===== config.mk =====
export PLATFORM = sky130hd
export DESIGN_NAME = lmt_timing
export DESIGN_NICKNAME = d
export VERILOG_FILES = /design/src/hw/lmt_pkg.sv /design/src/hw/lmt_timing.sv
export SDC_FILE = /design/constraint.sdc
export NUM_CORES = 1
export LEC_CHECK = 0
export ABC_CLOCK_PERIOD_IN_PS = 2200
export BUFFER_PORTS_ARGS = -buffer_cell sky130_fd_sc_hd__buf_2
export CAP_MARGIN = 20
export CORE_MARGIN = 2
export CORE_UTILIZATION = 46
export CTS_BUF_LIST = sky130_fd_sc_hd__clkbuf_16
export DETAILED_ROUTE_END_ITERATION = 6
export PLACE_DENSITY = 0.76
export SLEW_MARGIN = 25
export SYNTH_ARGS = -nofsm -noshare
export SYNTH_HDL_FRONTEND = slang
export SYNTH_SLANG_ARGS = --single-unit

===== constraint.sdc =====
create_clock -name mclk -period 2.2 [get_ports mclk]
set_input_delay 0.44 -clock mclk [delete_from_list [all_inputs] [get_ports mclk]]
set_output_delay 0.44 -clock mclk [all_outputs]
set_load 0.01 [all_outputs]

===== src/hw/lmt_pkg.sv =====
// Shared types and constants for the LCD multiplex timing core
package lmt_pkg;

  // ----------------------------------------------------------------
  // Geometry and timing
  // ----------------------------------------------------------------
  localparam int unsigned NUM_SEG          = 32;
  localparam int unsigned NUM_BP           = 4;
  localparam int unsigned FRAME_DIV        = 24;
  localparam int unsigned HALF_FRAME_TICKS = FRAME_DIV / 2;
  localparam int unsigned PHASE_CNT_W      = 4;
  localparam logic [1:0]  ROW_FIRST        = 2'h0;
  localparam logic [1:0]  ROW_SECOND       = 2'h1;
  localparam logic        OSC_SEL_INTERNAL = 1'h0;
  localparam logic        POL_POSITIVE     = 1'h0;

  // ----------------------------------------------------------------
  // Drive configuration
  // ----------------------------------------------------------------
  typedef enum logic [1:0] {
    LMT_DRIVE_STATIC,
    LMT_DRIVE_MUX2,
    LMT_DRIVE_MUX3,
    LMT_DRIVE_MUX4
  } lmt_drive_t;

  typedef enum logic [1:0] {
    LMT_BIAS_STATIC,
    LMT_BIAS_HALF,
    LMT_BIAS_THIRD
  } lmt_bias_t;

  // Output level codes handed to the analog selector
  typedef enum logic [2:0] {
    LMT_LVL_VSS,
    LMT_LVL_THIRD,
    LMT_LVL_HALF,
    LMT_LVL_TWO_THIRDS,
    LMT_LVL_LCD
  } lmt_level_t;

  typedef struct packed {
    lmt_drive_t drive;
    lmt_bias_t  bias;
    logic       enable;
  } lmt_mode_t;

  localparam lmt_mode_t MODE_RESET = '{drive: LMT_DRIVE_MUX4, bias: LMT_BIAS_THIRD, enable: 1'h0};

endpackage : lmt_pkg


===== src/hw/lmt_timing.sv =====
// LCD multiplex timing, display latch and level selection core
`timescale 1ns/1ps

// Notes on behaviour
// - With the source select low, ticks of the internal oscillator time all logic and drive.
// - With the source select high, rising edges of the clock pin are used instead.
// - One frame spans twenty-four ticks of the selected clock.
// - Multiplexing follows the drive configuration loaded by the mode-set strobe.
// - Static mode drives all four backplanes alike with two levels and static bias.
// - 1:2 mode runs with half bias on three levels or third bias on four levels.
// - 1:3 and 1:4 modes also accept half bias.
// - The timing unit fetches display rows from memory and moves them to the segments.
// - The latch holds its row unchanged for the whole backplane phase it serves.
// - Latch bit n drives segment n and comes from memory column n.
// - Reset selects 1:4 with third bias, display off, every output at the LCD supply level.
// - Rows are presented 0,1,2,3 in 1:4, 0 to 2 in 1:3, 0 and 1 in 1:2, and 0 in static.
module lmt_timing
  import lmt_pkg::*;
(
  input  wire logic                    mclk,
  input  wire logic                    rst_n,
  input  wire logic                    oscillator_source_select,
  input  wire logic                    int_osc_tick,
  input  wire logic                    ext_clk,
  input  wire logic                    mode_load,
  input  wire lmt_mode_t               mode_cfg,
  input  wire logic [NUM_SEG-1:0]      ram_row_data,
  output lmt_level_t [NUM_BP-1:0]      backplane_outputs,
  output lmt_level_t [NUM_SEG-1:0]     segment_outputs,
  output logic [1:0]                   ram_row_sel,
  output logic                         frame_pulse,
  output lmt_mode_t                    mode_active
);

  // ----------------------------------------------------------------
  // Helpers
  // ----------------------------------------------------------------
  function automatic logic [1:0] last_row(input lmt_drive_t d);
    case (d)
      LMT_DRIVE_STATIC: last_row = 2'h0;
      LMT_DRIVE_MUX2:   last_row = 2'h1;
      LMT_DRIVE_MUX3:   last_row = 2'h2;
      default:          last_row = 2'h3;
    endcase
  endfunction : last_row

  // Twelve ticks per frame half split evenly over the rows
  function automatic logic [PHASE_CNT_W-1:0] phase_len(input lmt_drive_t d);
    logic [PHASE_CNT_W-1:0] rows;
    rows      = PHASE_CNT_W'({2'h0, last_row(d)}) + PHASE_CNT_W'(1);
    phase_len = PHASE_CNT_W'(HALF_FRAME_TICKS) / rows;
  endfunction : phase_len

  // Backplane pin to row it carries; 1:3 repeats row 1 on the last pin
  function automatic logic [1:0] bp_row(input lmt_drive_t d, input int unsigned pin);
    logic [1:0] p;
    p = 2'(pin);
    case (d)
      LMT_DRIVE_STATIC: bp_row = ROW_FIRST;
      LMT_DRIVE_MUX2:   bp_row = {1'h0, p[0]};
      LMT_DRIVE_MUX3:   bp_row = (p == 2'h3) ? ROW_SECOND : p;
      default:          bp_row = p;
    endcase
  endfunction : bp_row

  // Whole pin-to-row table for one drive mode
  function automatic logic [NUM_BP-1:0][1:0] bp_rows(input lmt_drive_t d);
    logic [NUM_BP-1:0][1:0] t;
    for (int unsigned i = 0; i < NUM_BP; i++) begin
      t[i] = bp_row(d, i);
    end
    bp_rows = t;
  endfunction : bp_rows

  function automatic lmt_level_t bp_level(input lmt_mode_t m, input logic active, input logic pol);
    lmt_level_t lvl;
    lvl = (pol == POL_POSITIVE) ? LMT_LVL_LCD : LMT_LVL_VSS;
    if (!active) begin
      if (m.bias == LMT_BIAS_HALF) begin
        lvl = LMT_LVL_HALF;
      end else if (m.bias == LMT_BIAS_THIRD) begin
        lvl = (pol == POL_POSITIVE) ? LMT_LVL_THIRD : LMT_LVL_TWO_THIRDS;
      end
    end
    bp_level = lvl;
  endfunction : bp_level

  function automatic lmt_level_t seg_level(input lmt_mode_t m, input logic on, input logic pol);
    lmt_level_t lvl;
    if (on) begin
      lvl = (pol == POL_POSITIVE) ? LMT_LVL_VSS : LMT_LVL_LCD;
    end else if (m.bias == LMT_BIAS_THIRD) begin
      lvl = (pol == POL_POSITIVE) ? LMT_LVL_TWO_THIRDS : LMT_LVL_THIRD;
    end else begin
      lvl = (pol == POL_POSITIVE) ? LMT_LVL_LCD : LMT_LVL_VSS;
    end
    seg_level = lvl;
  endfunction : seg_level

  // ----------------------------------------------------------------
  // Clock source selection
  // ----------------------------------------------------------------
  logic ext_clk_reg;
  logic tick;

  always_ff @(posedge mclk or negedge rst_n) begin
    if (!rst_n) begin
      ext_clk_reg <= 1'h0;
    end else begin
      ext_clk_reg <= ext_clk;
    end
  end

  // No tick means nothing advances, which is the frozen drive a stopped clock gives
  always_comb begin
    if (oscillator_source_select == OSC_SEL_INTERNAL) begin
      tick = int_osc_tick;
    end else begin
      // Edge detection uses the live pin against its registered copy, so the external source adds no mclk of latency
      tick = ext_clk & ~ext_clk_reg;
    end
  end

  // ----------------------------------------------------------------
  // Mode register
  // ----------------------------------------------------------------
  localparam logic [1:0]             LAST_ROW_RESET  = last_row(MODE_RESET.drive);
  localparam logic [PHASE_CNT_W-1:0] PHASE_LEN_RESET = phase_len(MODE_RESET.drive);
  localparam logic [NUM_BP-1:0][1:0] BP_ROW_RESET    = bp_rows(MODE_RESET.drive);

  lmt_mode_t              mode_in;
  lmt_mode_t              mode_reg;
  logic [1:0]             last_row_reg;
  logic [PHASE_CNT_W-1:0] phase_len_reg;
  logic [NUM_BP-1:0][1:0] bp_row_reg;

  // The spare bias code would leave idle pins at full swing and light each set
  // segment on every backplane, so it is folded onto third bias
  always_comb begin
    mode_in = mode_cfg;
    if (mode_cfg.bias != LMT_BIAS_STATIC && mode_cfg.bias != LMT_BIAS_HALF) begin
      mode_in.bias = LMT_BIAS_THIRD;
    end
  end

  always_ff @(posedge mclk or negedge rst_n) begin
    if (!rst_n) begin
      mode_reg <= MODE_RESET;
    end else if (mode_load) begin
      mode_reg <= mode_in;
    end
  end

  // Per-mode lookups are held in flops, so the tick compare and the
  // backplane match do not sit behind a divider on every cycle
  always_ff @(posedge mclk or negedge rst_n) begin
    if (!rst_n) begin
      last_row_reg  <= LAST_ROW_RESET;
      phase_len_reg <= PHASE_LEN_RESET;
      bp_row_reg    <= BP_ROW_RESET;
    end else if (mode_load) begin
      last_row_reg  <= last_row(mode_in.drive);
      phase_len_reg <= phase_len(mode_in.drive);
      bp_row_reg    <= bp_rows(mode_in.drive);
    end
  end

  // ----------------------------------------------------------------
  // Phase sequencer
  // ----------------------------------------------------------------
  logic [PHASE_CNT_W-1:0] phase_cnt_reg;
  logic [1:0]             phase_reg;
  logic [1:0]             row_sel_reg;
  logic                   pol_reg;
  logic                   frame_pulse_reg;
  logic                   phase_end;
  logic [1:0]             row_after_next;

  assign phase_end      = tick && (phase_cnt_reg == phase_len_reg - PHASE_CNT_W'(1));
  assign row_after_next = (row_sel_reg == last_row_reg) ? ROW_FIRST : row_sel_reg + 2'h1;

  always_ff @(posedge mclk or negedge rst_n) begin
    if (!rst_n) begin
      phase_cnt_reg <= '0;
    end else if (mode_load || phase_end) begin
      phase_cnt_reg <= '0;
    end else if (tick) begin
      phase_cnt_reg <= phase_cnt_reg + PHASE_CNT_W'(1);
    end
  end

  // Row fetch runs one phase ahead so the latch loads on the boundary
  always_ff @(posedge mclk or negedge rst_n) begin
    if (!rst_n) begin
      phase_reg   <= ROW_FIRST;
      row_sel_reg <= ROW_SECOND;
    end else if (mode_load) begin
      phase_reg   <= ROW_FIRST;
      row_sel_reg <= (mode_cfg.drive == LMT_DRIVE_STATIC) ? ROW_FIRST : ROW_SECOND;
    end else if (phase_end) begin
      phase_reg   <= row_sel_reg;
      row_sel_reg <= row_after_next;
    end
  end

  // Polarity flips each time the row walk restarts, i.e. each half frame
  always_ff @(posedge mclk or negedge rst_n) begin
    if (!rst_n) begin
      pol_reg <= POL_POSITIVE;
    end else if (mode_load) begin
      pol_reg <= POL_POSITIVE;
    end else if (phase_end && row_sel_reg == ROW_FIRST) begin
      pol_reg <= ~pol_reg;
    end
  end

  // The frame ends where the walk wraps back into the positive half,
  // i.e. after two half frames of twelve ticks each
  always_ff @(posedge mclk or negedge rst_n) begin
    if (!rst_n) begin
      frame_pulse_reg <= 1'h0;
    end else begin
      frame_pulse_reg <= phase_end && (row_sel_reg == ROW_FIRST) && (pol_reg != POL_POSITIVE);
    end
  end

  // ----------------------------------------------------------------
  // Display latch
  // ----------------------------------------------------------------
  // Loads only at a phase end, so the first phase after a load still
  // shows the row that was latched before it
  logic [NUM_SEG-1:0] latch_reg;

  always_ff @(posedge mclk or negedge rst_n) begin
    if (!rst_n) begin
      latch_reg <= '0;
    end else if (phase_end) begin
      latch_reg <= ram_row_data;
    end
  end

  // ----------------------------------------------------------------
  // Level selection
  // ----------------------------------------------------------------
  lmt_level_t [NUM_BP-1:0]  bp_reg;
  lmt_level_t [NUM_SEG-1:0] seg_reg;
  lmt_level_t               bp_on_lvl;
  lmt_level_t               bp_idle_lvl;
  lmt_level_t               seg_on_lvl;
  lmt_level_t               seg_off_lvl;

  // Only two levels exist per phase on each side, so pick them once for all pins
  always_comb begin
    bp_on_lvl   = bp_level(mode_reg, 1'h1, pol_reg);
    bp_idle_lvl = bp_level(mode_reg, 1'h0, pol_reg);
    seg_on_lvl  = seg_level(mode_reg, 1'h1, pol_reg);
    seg_off_lvl = seg_level(mode_reg, 1'h0, pol_reg);
  end

  always_ff @(posedge mclk or negedge rst_n) begin
    if (!rst_n) begin
      for (int i = 0; i < NUM_BP; i++) bp_reg[i] <= LMT_LVL_LCD;
    end else begin
      for (int i = 0; i < NUM_BP; i++) begin
        if (!mode_reg.enable) begin
          bp_reg[i] <= LMT_LVL_LCD;
        end else begin
          bp_reg[i] <= (bp_row_reg[i] == phase_reg) ? bp_on_lvl : bp_idle_lvl;
        end
      end
    end
  end

  always_ff @(posedge mclk or negedge rst_n) begin
    if (!rst_n) begin
      for (int i = 0; i < NUM_SEG; i++) seg_reg[i] <= LMT_LVL_LCD;
    end else begin
      for (int i = 0; i < NUM_SEG; i++) begin
        if (!mode_reg.enable) begin
          seg_reg[i] <= LMT_LVL_LCD;
        end else begin
          seg_reg[i] <= latch_reg[i] ? seg_on_lvl : seg_off_lvl;
        end
      end
    end
  end

  assign backplane_outputs = bp_reg;
  assign segment_outputs   = seg_reg;
  assign ram_row_sel       = row_sel_reg;
  assign frame_pulse       = frame_pulse_reg;
  assign mode_active       = mode_reg;

endmodule : lmt_timing


### Word-level counts from Yosys, hierarchy flattened

Cells that the tools add are included.

* input port bits: 43
* output and inout bits: 116
* ROM bits: 0
* bits in latches: 0
* word-level logic and storage cells: 178
* register bits: 168
* memories kept: 0
* bits in writable memories: 0

* reduce and logical (&&, ||, !) cells: 14
* equal/unequal tests: 10
* muxes and demuxes: 95
* shift operators: 0
* add/sub/neg operators: 4
* order comparisons: 0
* multiply operators: 0
* bitwise operators: 3
* divide/modulo/power cells: 1

Operator list (count)
* 2-to-1 mux 3 bit: 77
* 2-to-1 mux 2 bit: 10
* == test 2 bit: 4
* 2-to-1 mux 4 bit: 2
* nonzero test 2 bit: 4
* zero test 2 bit: 3
* one-hot mux 2 bit (3 select lines): 1
* adder 4 x 1 -> 4 bit (second input constant): 1
* divider 4 x 4 -> 4 bit (first input constant): 1
* == test 2 x 1 -> 1 bit (second input constant): 2
* == test 2 bit (second input constant): 2
* == test 4 bit: 1
* logical AND 1 bit: 4
* 2-to-1 mux 1 bit: 4
* one-hot mux 2 bit (2 select lines): 1
* OR reduction 2 bit: 2
* subtractor 4 x 1 -> 4 bit (second input constant): 1
* adder 2 x 1 -> 3 bit (second input constant): 1
* adder 2 x 1 -> 2 bit (second input constant): 1
* != test 2 x 1 -> 1 bit (second input constant): 1
* NOT 1 bit: 2
* bitwise AND 1 bit: 1
* logical OR 1 bit: 1

### Longest topological paths before layout

Gate-level depths: netlist of the first run.

* depth in word-level cells: 7
* depth in mapped cells: 8
* depth with buffers taken out: 6

### Least setup slack after synthesis of the first run

Ideal clock, no wire load.

* path kind: flip-flop to flip-flop
* from: register phase_len_reg[0]
* to: register latch_reg[29]
* path slack: 0.009 ns
* stages on the path, launching flop included: 9
* arrival: 2.066 ns
* data required time: 2.075 ns
* clock period less this slack: 2.191 ns
* path through: dfstp_2 > inv_1 > ha_1 > xnor3_1 > o2111ai_2 > nor2_2 > buf_6 > buf_6 > mux2_4

* longest elaborated chain between the ends: 3

Ends and longest elaborated chain
* start: declaration: RTL line lmt_timing.sv:134 `logic [PHASE_CNT_W-1:0] phase_len_reg;`
* start signal: assignment: RTL line lmt_timing.sv:163 `phase_len_reg <= phase_len(mode_in.drive);`
* subtractor 4 x 1 -> 4 bit: RTL line lmt_timing.sv:179 `assign phase_end = tick && (phase_cnt_reg == phase_len_reg - PHASE_CNT_W'(1));`
* == test 4 bit: RTL line lmt_timing.sv:179
* logical AND 1 bit: RTL line lmt_timing.sv:179
* end signal: assignment: RTL line lmt_timing.sv:238 `latch_reg <= ram_row_data;`
* end: declaration: RTL line lmt_timing.sv:232 `logic [NUM_SEG-1:0] latch_reg;`

Every way passes these cells.
A chain may end at the register's enable or synchronous reset.

### Worst setup path after layout of the first run

* from: register phase_len_reg[0]
* to: register latch_reg[23]

The elaborated chain is that of the path after synthesis.

==> results by group, run 1 <==
Die
  – Die height: 117 um
  – Chip Width: 117 um
  – Initial core utilization: 47.0%
  – Core area: 0.0126 mm2
  – IO Count: ~160
  – Row count: a little over 40
  – Die ar.: 0.0138 mm2

Power and ir drop
  – Leakage: slightly below 4 nW
  – Power Density: ~1100 mW/mm2
  – Power Total: between 8 and 9 mW
  – Max VDD drop: roughly 0.63 mV

Flow run
  – Max-cap viol count: 0

Placement
  – Placer Congestion: 0.805
  – HPWL after detailed placement: 8870 um
  – Placed Area: between 0.007 and 0.008 mm2
  – Placed cell count: 778
  – Port bufs: 158

Logic synthesis
  – Synth Area in XOR/XNOR: under 10%
  – Syn Nets: 500
  – YS warnings: 0
  – Compound-Gate Fraction of Synth Area: roughly 7.3%
  – Simple logic cell fraction of the synthesized area: approximately 9.7%
  – Area share of fa/ha/maj cells after synthesis: less than 1%
  – Netlist Area Pre-Place: roughly 0.0059 mm2
  – Cells after Synth: roughly 450
  – Mux share of post-synthesis cell area: under 10%
  – Synth unique cells: 39
  – EDFF count, synth: 0
  – Area contributors post-synth: dfrtp_1 (50%), dfstp_2 (20%), mux2_2 (5.9%)
  – Main synth FF type: dfrtp_1
  – Post-synthesis average cell area: between 10 and 15 um2
  – Register bit count reported by yosys: around 160
  – Largest family of logic cells by synthesized area: simple AND/OR/NAND/NOR gates
  – Async SR Flop Fraction: 100%
  – Sequential share of the synthesized area: a little over two thirds
  – Dominant cell type by area after synthesis: dfrtp_1
  – Synth top area share: between 40% and 50%

CTS
  – CTS tree: built
  – Clock transition at path regs: 0.06 ns
  – Num CTS Buffers: 17
  – Clock H-tree levels: 4
  – Clk sinks: between 150 and 200
  – Clock buffer depth: 2
  – Root buf cell: clkbuf_16
  – Clk_lat worst skew: about 0.42 ns

Cells and area
  – Layout cells sized above 1: ~46%
  – Fin area: 0.00775 mm2
  – Area growth syn-to-layout: 31.1%
  – Nets: 678
  – Max FFs per register: 96
  – Fin cells: just over 800
  – Fin util: roughly three fifths

Timing
  – Final Hold Fails: 0
  – Max-slew headroom: approximately 68%
  – Clock Skews: approximately 0.0087 ns
  – Hold_ws: 0.142 ns
  – # setup viols final: 0
  – Slew Viols, Final: 0
  – Max Fclk: between 400 and 500 MHz
  – Slew @ Worst Pin: slightly below 0.5 ns
  – Tcrit/Tclk final: a little over nine tenths
  – Tmin final: approximately 2.1 ns
  – RSZ-0062 raised after global routing: true

GRT
  – First-pass GRT wire length: roughly 21000 um
  – GRT Total Usage: roughly a fifth
  – Antenna violations before repair: 1
  – Total gr overflow: 0
  – Vias in the first global route: 4146
  – Pin count of the biggest net entering global routing: 54

Route
  – Via count: roughly 4000
  – Initial DRT Pass Iterations: 4
  – Initial DRC count: between 200 and 250
  – Vias/cell: about 4.9
  – Final WL: roughly 13000 um
  – WL/cell: 16.3 um
  – DRC: 0
  – Final ANT Viol Nets: 0

Worst setup path
  – Worst setup path category: reg2reg
  – CP required: 2.50 ns
  – Worst Setup End Kind: register
  – Worst r2r path cells: 8
  – Setup crit start: phase_len_reg[0]
  – Worst EP arrival: 2.45 ns
  – Crit-path max FO: 11
  – Worst r2r src: phase_len_reg[0]
  – Startpoint Class: register

Hold path
  – Hold wc startpoint: ext_clk
  – Hold Path Cell Cnt: 1
  – Worst hold-check path type: in2reg

Outcome
  – Status: complete, no violations
## logic make-up (layout without fill, tap and decap cells)
| family | Yosys count | count (layout) |
|---|---|---|
| AOI/OAI and AO/OA | 59 | 59 |
| xor gates and xnor gates | 15 | 15 |
| adders and majority gates | 3 | 3 |
| buffers and inverters | 35 | 226 |
| DFF | 164 | 164 |
| muxes | 35 | 35 |
| other | 0 | 1 |
| and+or+nand+nor | 143 | 143 |
## synth_stat cells (4+ instances only)
master	number
clkbuf_1	21
xor2_1	11
o21ai_0	10
nor3_1	5
nor2_1	82
dfrtp_1	118
nand3_1	4
inv_1	10
o211ai_1	32
nand2_1	44
mux2_2	31
dfstp_2	46
## layer usage
layer / up-vias / track usage [%] / part of all wire (%)
met1: 1995 / 24.0 / 40
met2: 130 / 33.3 / 51
li1: 1880 / - / -
met3: 20 / 7.49 / 6.9
met4: 0 / 7.38 / 1.6
met5: - / 0 / 0
## power by group
group	leakage, nW	internal (mW)	switching, mW
Combinational	1.51	0.692	0.730
Sequential	2.04	3.77	0.482
Clock	0.327	2.10	1.11
Total	3.88	6.56	2.32
## final cells by class
type                       count  area [um2]
clock inverter                15         221
antenna                        1        2.50
sequential                   164        4160
fill                         970        4820
tap                          172         215
multi-input combinational    255        1620
timing repair buffer         184        1060
inverter                      10        37.5
clock buffer                  17         425
## per-stage QoR
stage	setup TNS, ns	setup slack (ns)
final	0	0.0519
after global routing	-0.673	-0.0459
after CTS	-0.0760	-0.0110
after detailed placement	-0.573	-0.0557
after global placement	0	0.0395
after floorplan	0	0.00899
## critical path, stage by stage (launching register included)
cell	delay, ns
dfstp_2	0.54
inv_1	0.08
ha_4	0.28
xor2_2	0.17
o2111ai_2	0.19
nor2_4	0.17
buf_4	0.15
buf_16	0.14
mux2_2	0.33
## repair_timing
action	4_1_cts	5_1_grt
gates cloned	1	0
gates resized for setup	1	3
buffers inserted	3	3
hold buffers	1	0
hold endpoints to repair	32	0
pin swaps	3	3
endpoints found under the setup margin	29	32
## layout by cell type, fill, tap and decap left out, types with 3 or more instances in the layout
cell type | netlist | final
a21oi_1 | 3 | 3
dfstp_2 | 46 | 46
clkbuf_16 | 0 | 17
nand3_1 | 4 | 4
buf_4 | 2 | 20
nor2b_1 | 3 | 3
mux2_2 | 31 | 31
buf_12 | 0 | 4
xor2_1 | 11 | 10
o211ai_1 | 32 | 32
buf_2 | 0 | 157
dfrtp_1 | 118 | 118
inv_1 | 10 | 13
mux2_4 | 3 | 3
nor2_1 | 82 | 82
nand2_1 | 44 | 44
clkinv_1 | 0 | 3
xnor2_1 | 3 | 3
bufinv_16 | 0 | 6
nor3_1 | 5 | 5
o21ai_0 | 10 | 10
## worst paths after layout
path	to	slack, ns
min	ext_clk_reg	0.14
max	latch_reg[23]	0.05
max reg2reg	latch_reg[23]	0.05
min reg2reg	mode_active[4]	0.47
max in group asynchronous	segment_outputs[41]	0.98
min in group asynchronous	mode_active[1]	0.53
Power figures use the tool's default switching activity.
==> run 2, diff against run 1 <==
--- a/config.mk
+++ b/config.mk
@@ -9,3 +9,3 @@
 export BUFFER_PORTS_ARGS = -buffer_cell sky130_fd_sc_hd__buf_2
-export CAP_MARGIN = 20
+export CAP_MARGIN = 25
 export CORE_MARGIN = 2
==> constraint.sdc (replaced) <==
create_clock -name mclk -period 2.2 [get_ports mclk]
set_input_delay 0.33 -clock mclk [delete_from_list [all_inputs] [get_ports mclk]]
set_output_delay 0.33 -clock mclk [all_outputs]
set_load 0.01 [all_outputs]
==> run 2 against run 1 <==
  * Total power shrank 4.0%
  * Global-route usage down 0.19 points
  * Die area unchanged
  * First-iteration DRC count increased by 29%
  * Sequential share of layout area increased by 0.24 points
  * Worst hold slack lost 0.11 ns
  * Critical path type unchanged
  * Largest power group unchanged
==> results by group, run 2 (synthesis gave the netlist of run 1 again) <==
Route
  – Final ANT Viol Nets: 0 (unchanged)
  – Final WL: 13100 um (was 13300 um)
  – Vias/cell: 4.92 (about the same)
  – WL/cell: 16.1 um (was 16.3 um)
  – Initial DRT Pass Iterations: 4 (unchanged)
  – Initial DRC count: 305 (was 237)
  – DRC: 0 (unchanged)
  – Via count: 4010 (was 4025)

Die
  – Die ar.: 0.0138 mm2 (unchanged)
  – Chip Width: 117 um (unchanged)
  – IO Count: 159 (unchanged)
  – Die height: 117 um (unchanged)
  – Initial core utilization: 47.0% (unchanged)
  – Core area: 0.0126 mm2 (unchanged)
  – Row count: 41 (unchanged)

Timing
  – Tmin final: 2.15 ns (about the same)
  – Max Fclk: 465 MHz (was 466 MHz)
  – Clock Skews: 0.0111 ns (was 0.00867 ns)
  – Slew Viols, Final: 0 (unchanged)
  – Final Hold Fails: 0 (unchanged)
  – Tcrit/Tclk final: 97.7% (was 97.6%)
  – Total negative slack: 0 ns (unchanged)
  – Slew @ Worst Pin: 0.454 ns (was 0.480 ns)
  – Max-slew headroom: 69.5% (was 68.0%)
  – # setup viols final: 0 (unchanged)

Worst setup path
  – Worst setup path category: reg2reg (unchanged)
  – Worst EP arrival: 2.45 ns (about the same)
  – Worst Setup End Kind: register (unchanged)
  – Crit-path max FO: 11 (unchanged)
  – CP required: 2.50 ns (about the same)
  – Startpoint Class: register (unchanged)

Cells and area
  – Max FFs per register: 96 (unchanged)
  – Multi-input gate area: 0.00162 mm2 (unchanged)
  – Most common cell after layout, fill and taps aside: buf_2 (unchanged)
  – Layout cells sized above 1: 46.0% (was 45.9%)
  – Flip-flop and latch area: 0.00416 mm2 (unchanged)
  – Fin cells: 815 (was 818)
  – Area growth syn-to-layout: 30.5% (was 31.1%)
  – Nets: 675 (was 678)
  – Fillers: 983 (was 970)
  – Commonest non-fill, non-tap cells in the layout: buf_2 (157), dfrtp_1 (118), nor2_1 (82) (unchanged)

Power and ir drop
  – Leakage: 3.84 nW (was 3.88 nW)
  – Power Total: 8.52 mW (was 8.88 mW)
  – Power Density: 1100 mW/mm2 (was 1150 mW/mm2)
  – Share of total power in combinational logic: 16.8% (was 16.0%)
  – Int Power: 6.21 mW (was 6.56 mW)
  – Switching share of power: 27.1% (was 26.1%)
  – Clock Power Share: 33.6% (was 36.1%)
  – Max VDD drop: 0.630 mV (about the same)
  – Part of the power in registers: 49.6% (was 47.9%)
  – P_sw: 2.31 mW (was 2.32 mW)

GRT
  – Antenna violations before repair: 1 (unchanged)
  – First-pass GRT wire length: 21300 um (was 21400 um)
  – Pin count of the biggest net entering global routing: 63 (was 54)
  – GRT Total Usage: 19.9% (was 20.1%)
  – Vias in the first global route: 4117 (was 4146)
  – Total gr overflow: 0 (unchanged)

CTS
  – Num CTS Buffers: 17 (unchanged)
  – Clk_lat worst skew: 0.42 ns (about the same)
  – Clock H-tree levels: 4 (unchanged)
  – Root buf cell: clkbuf_16 (unchanged)
  – CTS tree: built (unchanged)
  – Clock transition at path regs: 0.06 ns (about the same)
  – Clk sinks: 164 (unchanged)
  – Clock buffer depth: 2 (unchanged)

Hold path
  – Worst hold-check path type: in2reg (unchanged)

Placement
  – Placer Congestion: 0.836 (was 0.805)
  – HPWL after detailed placement: 8570 um (was 8870 um)
  – Placed cell count: 775 (was 778)
  – Port bufs: 158 (unchanged)

Outcome
  – Status: complete, no violations (unchanged)

Flow run
  – Max-cap viol count: 0 (unchanged)
-- run 2: cell count changes in the layout (fill, tap and decap cells not counted), sizes merged --
cell | previous run | this run
buf | 183 | 178
bufinv | 6 | 3
clkinvlp | 0 | 3
bufbuf | 0 | 1
clkbuf | 17 | 18
-- run 2: layout make-up --
class	count	share of cell area, %
Sequential cell	164	54.0
Multi-Input combinational cell	255	21.0
Timing Repair Buffer	181	14.3
Clock buffer	17	5.52
Tap cell	172	2.79
Clock inverter	15	1.95
Inverter	10	0.487
Antenna cell	1	0.0324
-- run 2: per-stage QoR --
stage	hold WS, ns	util (%)	instance area (um2)	setup WS (ns)
2_1_floorplan	0.0344	-	5910	0.00899
3_3_place_gp	0.287	55.7	7000	0.0386
3_5_place_dp	0.290	55.7	7000	-0.0497
4_1_cts	0.0111	60.8	7640	-0.000926
5_1_grt	0.00753	61.3	7710	-0.00109
6_report	0.0278	61.4	7710	0.0511
-- run 2: worst paths after layout --
kind,slack [ns],from,end,depth (start not counted)
worst max-delay path,0.05,phase_len_reg[0],latch_reg[11],8
worst min-delay path,0.03,ext_clk,ext_clk_reg,1
worst max register to register,0.05,phase_len_reg[0],latch_reg[11],8
worst min register to register,0.47,mode_active[4],mode_active[4],2
max in group asynchronous,1.08,rst_n,segment_outputs[56],3
min in group asynchronous,0.40,rst_n,mode_active[1],2
-- run 2: routing by layer --
layer	track usage [%]	vias up	part of all wire [%]
li1	-	1870	-
met1	25.0	2000	43
met2	32.8	126	50
met3	7.05	14	6.3
met4	5.65	0	1.1
met5	0	-	0
-- run 2: worst max-delay path: stages, from the launching register on --
cell       delay (ns)
dfstp_2          0.53
inv_2            0.05
ha_4             0.27
xor2_2           0.19
o2111ai_2        0.20
nor2_4           0.18
buf_12           0.13
buf_12           0.14
mux2_2           0.34
-- run 2: power groups by stage --
stage               Combinational (mW)  Clock [mW]  Sequential, mW
detailed placement                1.42           0            4.27
CTS                               1.44        2.91            4.23
global route                      1.57        3.04            4.33
finish                            1.43        2.86            4.23
floorplan                        0.596           0            4.37
global placement                  1.37           0            4.24
-- run 2: timing repair --
| item | 4_1_cts | 5_1_grt |
|---|---|---|
| pin swaps | 4 | 2 |
| hold buffers | 1 | 0 |
| gates cloned | 1 | 1 |
| hold endpoints to repair | 28 | 0 |
| setup endpoints to repair | 32 | 23 |
| buffers inserted | 1 | 3 |
| resized for setup | 1 | 3 |
==> run 3, diff against run 2 <==
--- a/config.mk
+++ b/config.mk
@@ -14,2 +14,3 @@
 export DETAILED_ROUTE_END_ITERATION = 6
+export GPL_ROUTABILITY_DRIVEN = 0
 export PLACE_DENSITY = 0.76
==> constraint.sdc (replaced) <==
create_clock -name mclk -period 2.2 [get_ports mclk]
set_input_delay 0.66 -clock mclk [delete_from_list [all_inputs] [get_ports mclk]]
set_output_delay 0.66 -clock mclk [all_outputs]
set_load 0.01 [all_outputs]
==> run 3 against run 2 <==
  * Register-to-register slack barely moved
  * Sequential share of layout area fell by 0.63 points
  * Critical endpoint is now latch_reg[25]
  * Highest routed layer unchanged
  * Count of clock-buffer cells in the layout did not move
  * First-iteration DRC count rose by 21%
  * Total power fell by 0.45%
==> results by group, run 3 (synthesis gave the netlist of run 1 again) <==
Hold path
  – Worst hold-check path type: in2async (was in2reg)

CTS
  – Root buf cell: clkbuf_16 (unchanged)
  – Clk_lat worst skew: 0.42 ns (about the same)
  – CTS tree: built (unchanged)
  – Clock transition at path regs: 0.06 ns (about the same)
  – Num CTS Buffers: 17 (unchanged)
  – Hold buffers post-CTS: 0 (was 1)
  – Clock buffer depth: 2 (unchanged)
  – Clk sinks: 164 (unchanged)
  – Clock H-tree levels: 4 (unchanged)

Outcome
  – Status: complete, no violations (unchanged)

Placement
  – Placed Area: 0.00702 mm2 (was 0.00700 mm2)
  – HPWL after detailed placement: 8810 um (was 8570 um)
  – Port bufs: 158 (unchanged)

Route
  – Initial DRT Pass Iterations: 4 (unchanged)
  – WL/cell: 16.3 um (was 16.1 um)
  – Initial DRC count: 370 (was 305)
  – Via count: 4023 (was 4010)
  – Final ANT Viol Nets: 0 (unchanged)
  – Vias/cell: 4.89 (was 4.92)
  – DRC: 0 (unchanged)
  – Final WL: 13400 um (was 13100 um)

Worst setup path
  – Worst EP arrival: 2.45 ns (about the same)
  – Worst path slowest cell: dfstp_2 (unchanged)
  – Crit-path cells: inv_2, ha_4, xor2_2, o2111ai_2, nor2_4, buf_4, buf_12, mux2_2 (was inv_2, ha_4, xor2_2, o2111ai_2, nor2_4, buf_12, buf_12, mux2_2)
  – Crit-path max FO: 8 (was 11)
  – Worst Setup End Kind: register (unchanged)
  – CP required: 2.50 ns (about the same)
  – Startpoint Class: register (unchanged)
  – Critical Path Max Stage Delay: 0.54 ns (was 0.53 ns)
  – Worst setup path category: reg2reg (unchanged)

Die
  – Initial core utilization: 47.0% (unchanged)
  – Row count: 41 (unchanged)
  – Core area: 0.0126 mm2 (unchanged)
  – Chip Width: 117 um (unchanged)
  – Die ar.: 0.0138 mm2 (unchanged)
  – Die height: 117 um (unchanged)
  – IO Count: 159 (unchanged)

Cells and area
  – Multi-input gate area: 0.00166 mm2 (was 0.00162 mm2)
  – Area growth syn-to-layout: 32.1% (was 30.5%)
  – Most common cell after layout, fill and taps aside: buf_2 (unchanged)
  – Flip-flop and latch area: 0.00416 mm2 (unchanged)
  – Layout cells sized above 1: 46.8% (was 46.0%)
  – Max FFs per register: 96 (unchanged)
  – Fin area: 0.00780 mm2 (was 0.00771 mm2)
  – Fillers: 944 (was 983)
  – Nets: 682 (was 675)
  – Commonest non-fill, non-tap cells in the layout: buf_2 (157), dfrtp_1 (118), nor2_1 (82) (unchanged)

Timing
  – Slew Viols, Final: 0 (unchanged)
  – Clock Skews: 0.00658 ns (was 0.0111 ns)
  – # setup viols final: 0 (unchanged)
  – Max Fclk: 465 MHz (about the same)
  – RSZ-0062 raised after global routing: true
  – Tmin final: 2.15 ns (about the same)
  – Max-slew headroom: 66.4% (was 69.5%)
  – Slew @ Worst Pin: 0.500 ns (was 0.454 ns)
  – Final Hold Fails: 0 (unchanged)
  – Tcrit/Tclk final: 97.7% (about the same)

Power and ir drop
  – Leakage: 3.90 nW (was 3.84 nW)
  – Power Density: 1090 mW/mm2 (was 1100 mW/mm2)
  – Max VDD drop: 0.629 mV (was 0.630 mV)
  – Power Total: 8.48 mW (was 8.52 mW)

GRT
  – First-pass GRT wire length: 21400 um (was 21300 um)
  – Total gr overflow: 0 (unchanged)
  – Vias in the first global route: 4209 (was 4117)
  – GRT Total Usage: 20.0% (was 19.9%)
  – Antenna violations before repair: 1 (unchanged)
  – Pin count of the biggest net entering global routing: 55 (was 63)

Flow run
  – Max-cap viol count: 0 (unchanged)
run 3: per-stage QoR:
stage	instances	util, %	hold slack (ns)	worst slack [ns]	setup TNS, ns
finish	822	62.1	0.165	0.0504	0
global route	821	62.1	0.177	-0.0104	-0.0610
CTS	817	61.1	0.160	-0.00741	-0.0247
detailed placement	779	55.9	0.466	-0.0481	-0.675
global placement	779	55.9	0.465	0.0149	0
floorplan	454	-	0.364	0.00899	0
run 3: routing by layer:
layer  up-vias  routed length (um)  global-route usage (%)
li1       1884                   -                       -
met3        13                 746                    5.89
met5         -                   0                       0
met2       129                6670                    31.8
met1      1997                5780                    25.9
met4         0                 176                    8.06
run 3: final timing paths:
check                      slack (ns)                   to  cells past startpoint            start
hold / removal                   0.16     phase_len_reg[2]                      1            rst_n
setup / recovery                 0.05        latch_reg[25]                      8  last_row_reg[0]
setup reg to reg                 0.05        latch_reg[25]                      8  last_row_reg[0]
hold reg to reg                  0.47       mode_active[4]                      2   mode_active[4]
min in group mclk                0.36          ext_clk_reg                      1          ext_clk
max in group asynchronous        1.36  segment_outputs[17]                      2            rst_n
run 3: area by class of cell:
type	instances	share of cell area (%)
Inverter	10	0.481
Timing Repair Buffer	188	15.1
Clock inverter	15	1.62
Tap cell	172	2.76
Clock buffer	17	5.45
Multi-Input combinational cell	255	21.3
Sequential cell	164	53.3
Antenna cell	1	0.0321
run 3: repair_timing:
action	in CTS	in global routing
pin swaps	4	2
setup buffers	4	2
gates cloned	2	2
gates resized for setup	2	16
endpoints found under the setup margin	32	32
run 3: report_power, final:
part	internal, mW	total, mW	switching (mW)	leakage, nW
Clock	1.63	2.75	1.12	0.277
Sequential	3.77	4.23	0.466	2.04
Combinational	0.754	1.50	0.747	1.59
Total	6.15	8.48	2.33	3.90
run 3: worst max-delay path, delay by kind of cell, from the launching register on:
| kind | cells | cell delay [ns] |
|---|---|---|
| adder cells (fa/ha/maj) | 1 | 0.26 |
| flip-flops | 1 | 0.54 |
| buffers and inverters | 3 | 0.32 |
| AO/OA/AOI/OAI | 1 | 0.20 |
| XOR/XNOR | 1 | 0.17 |
| AND/OR/NAND/NOR | 1 | 0.21 |
| multiplexers | 1 | 0.33 |
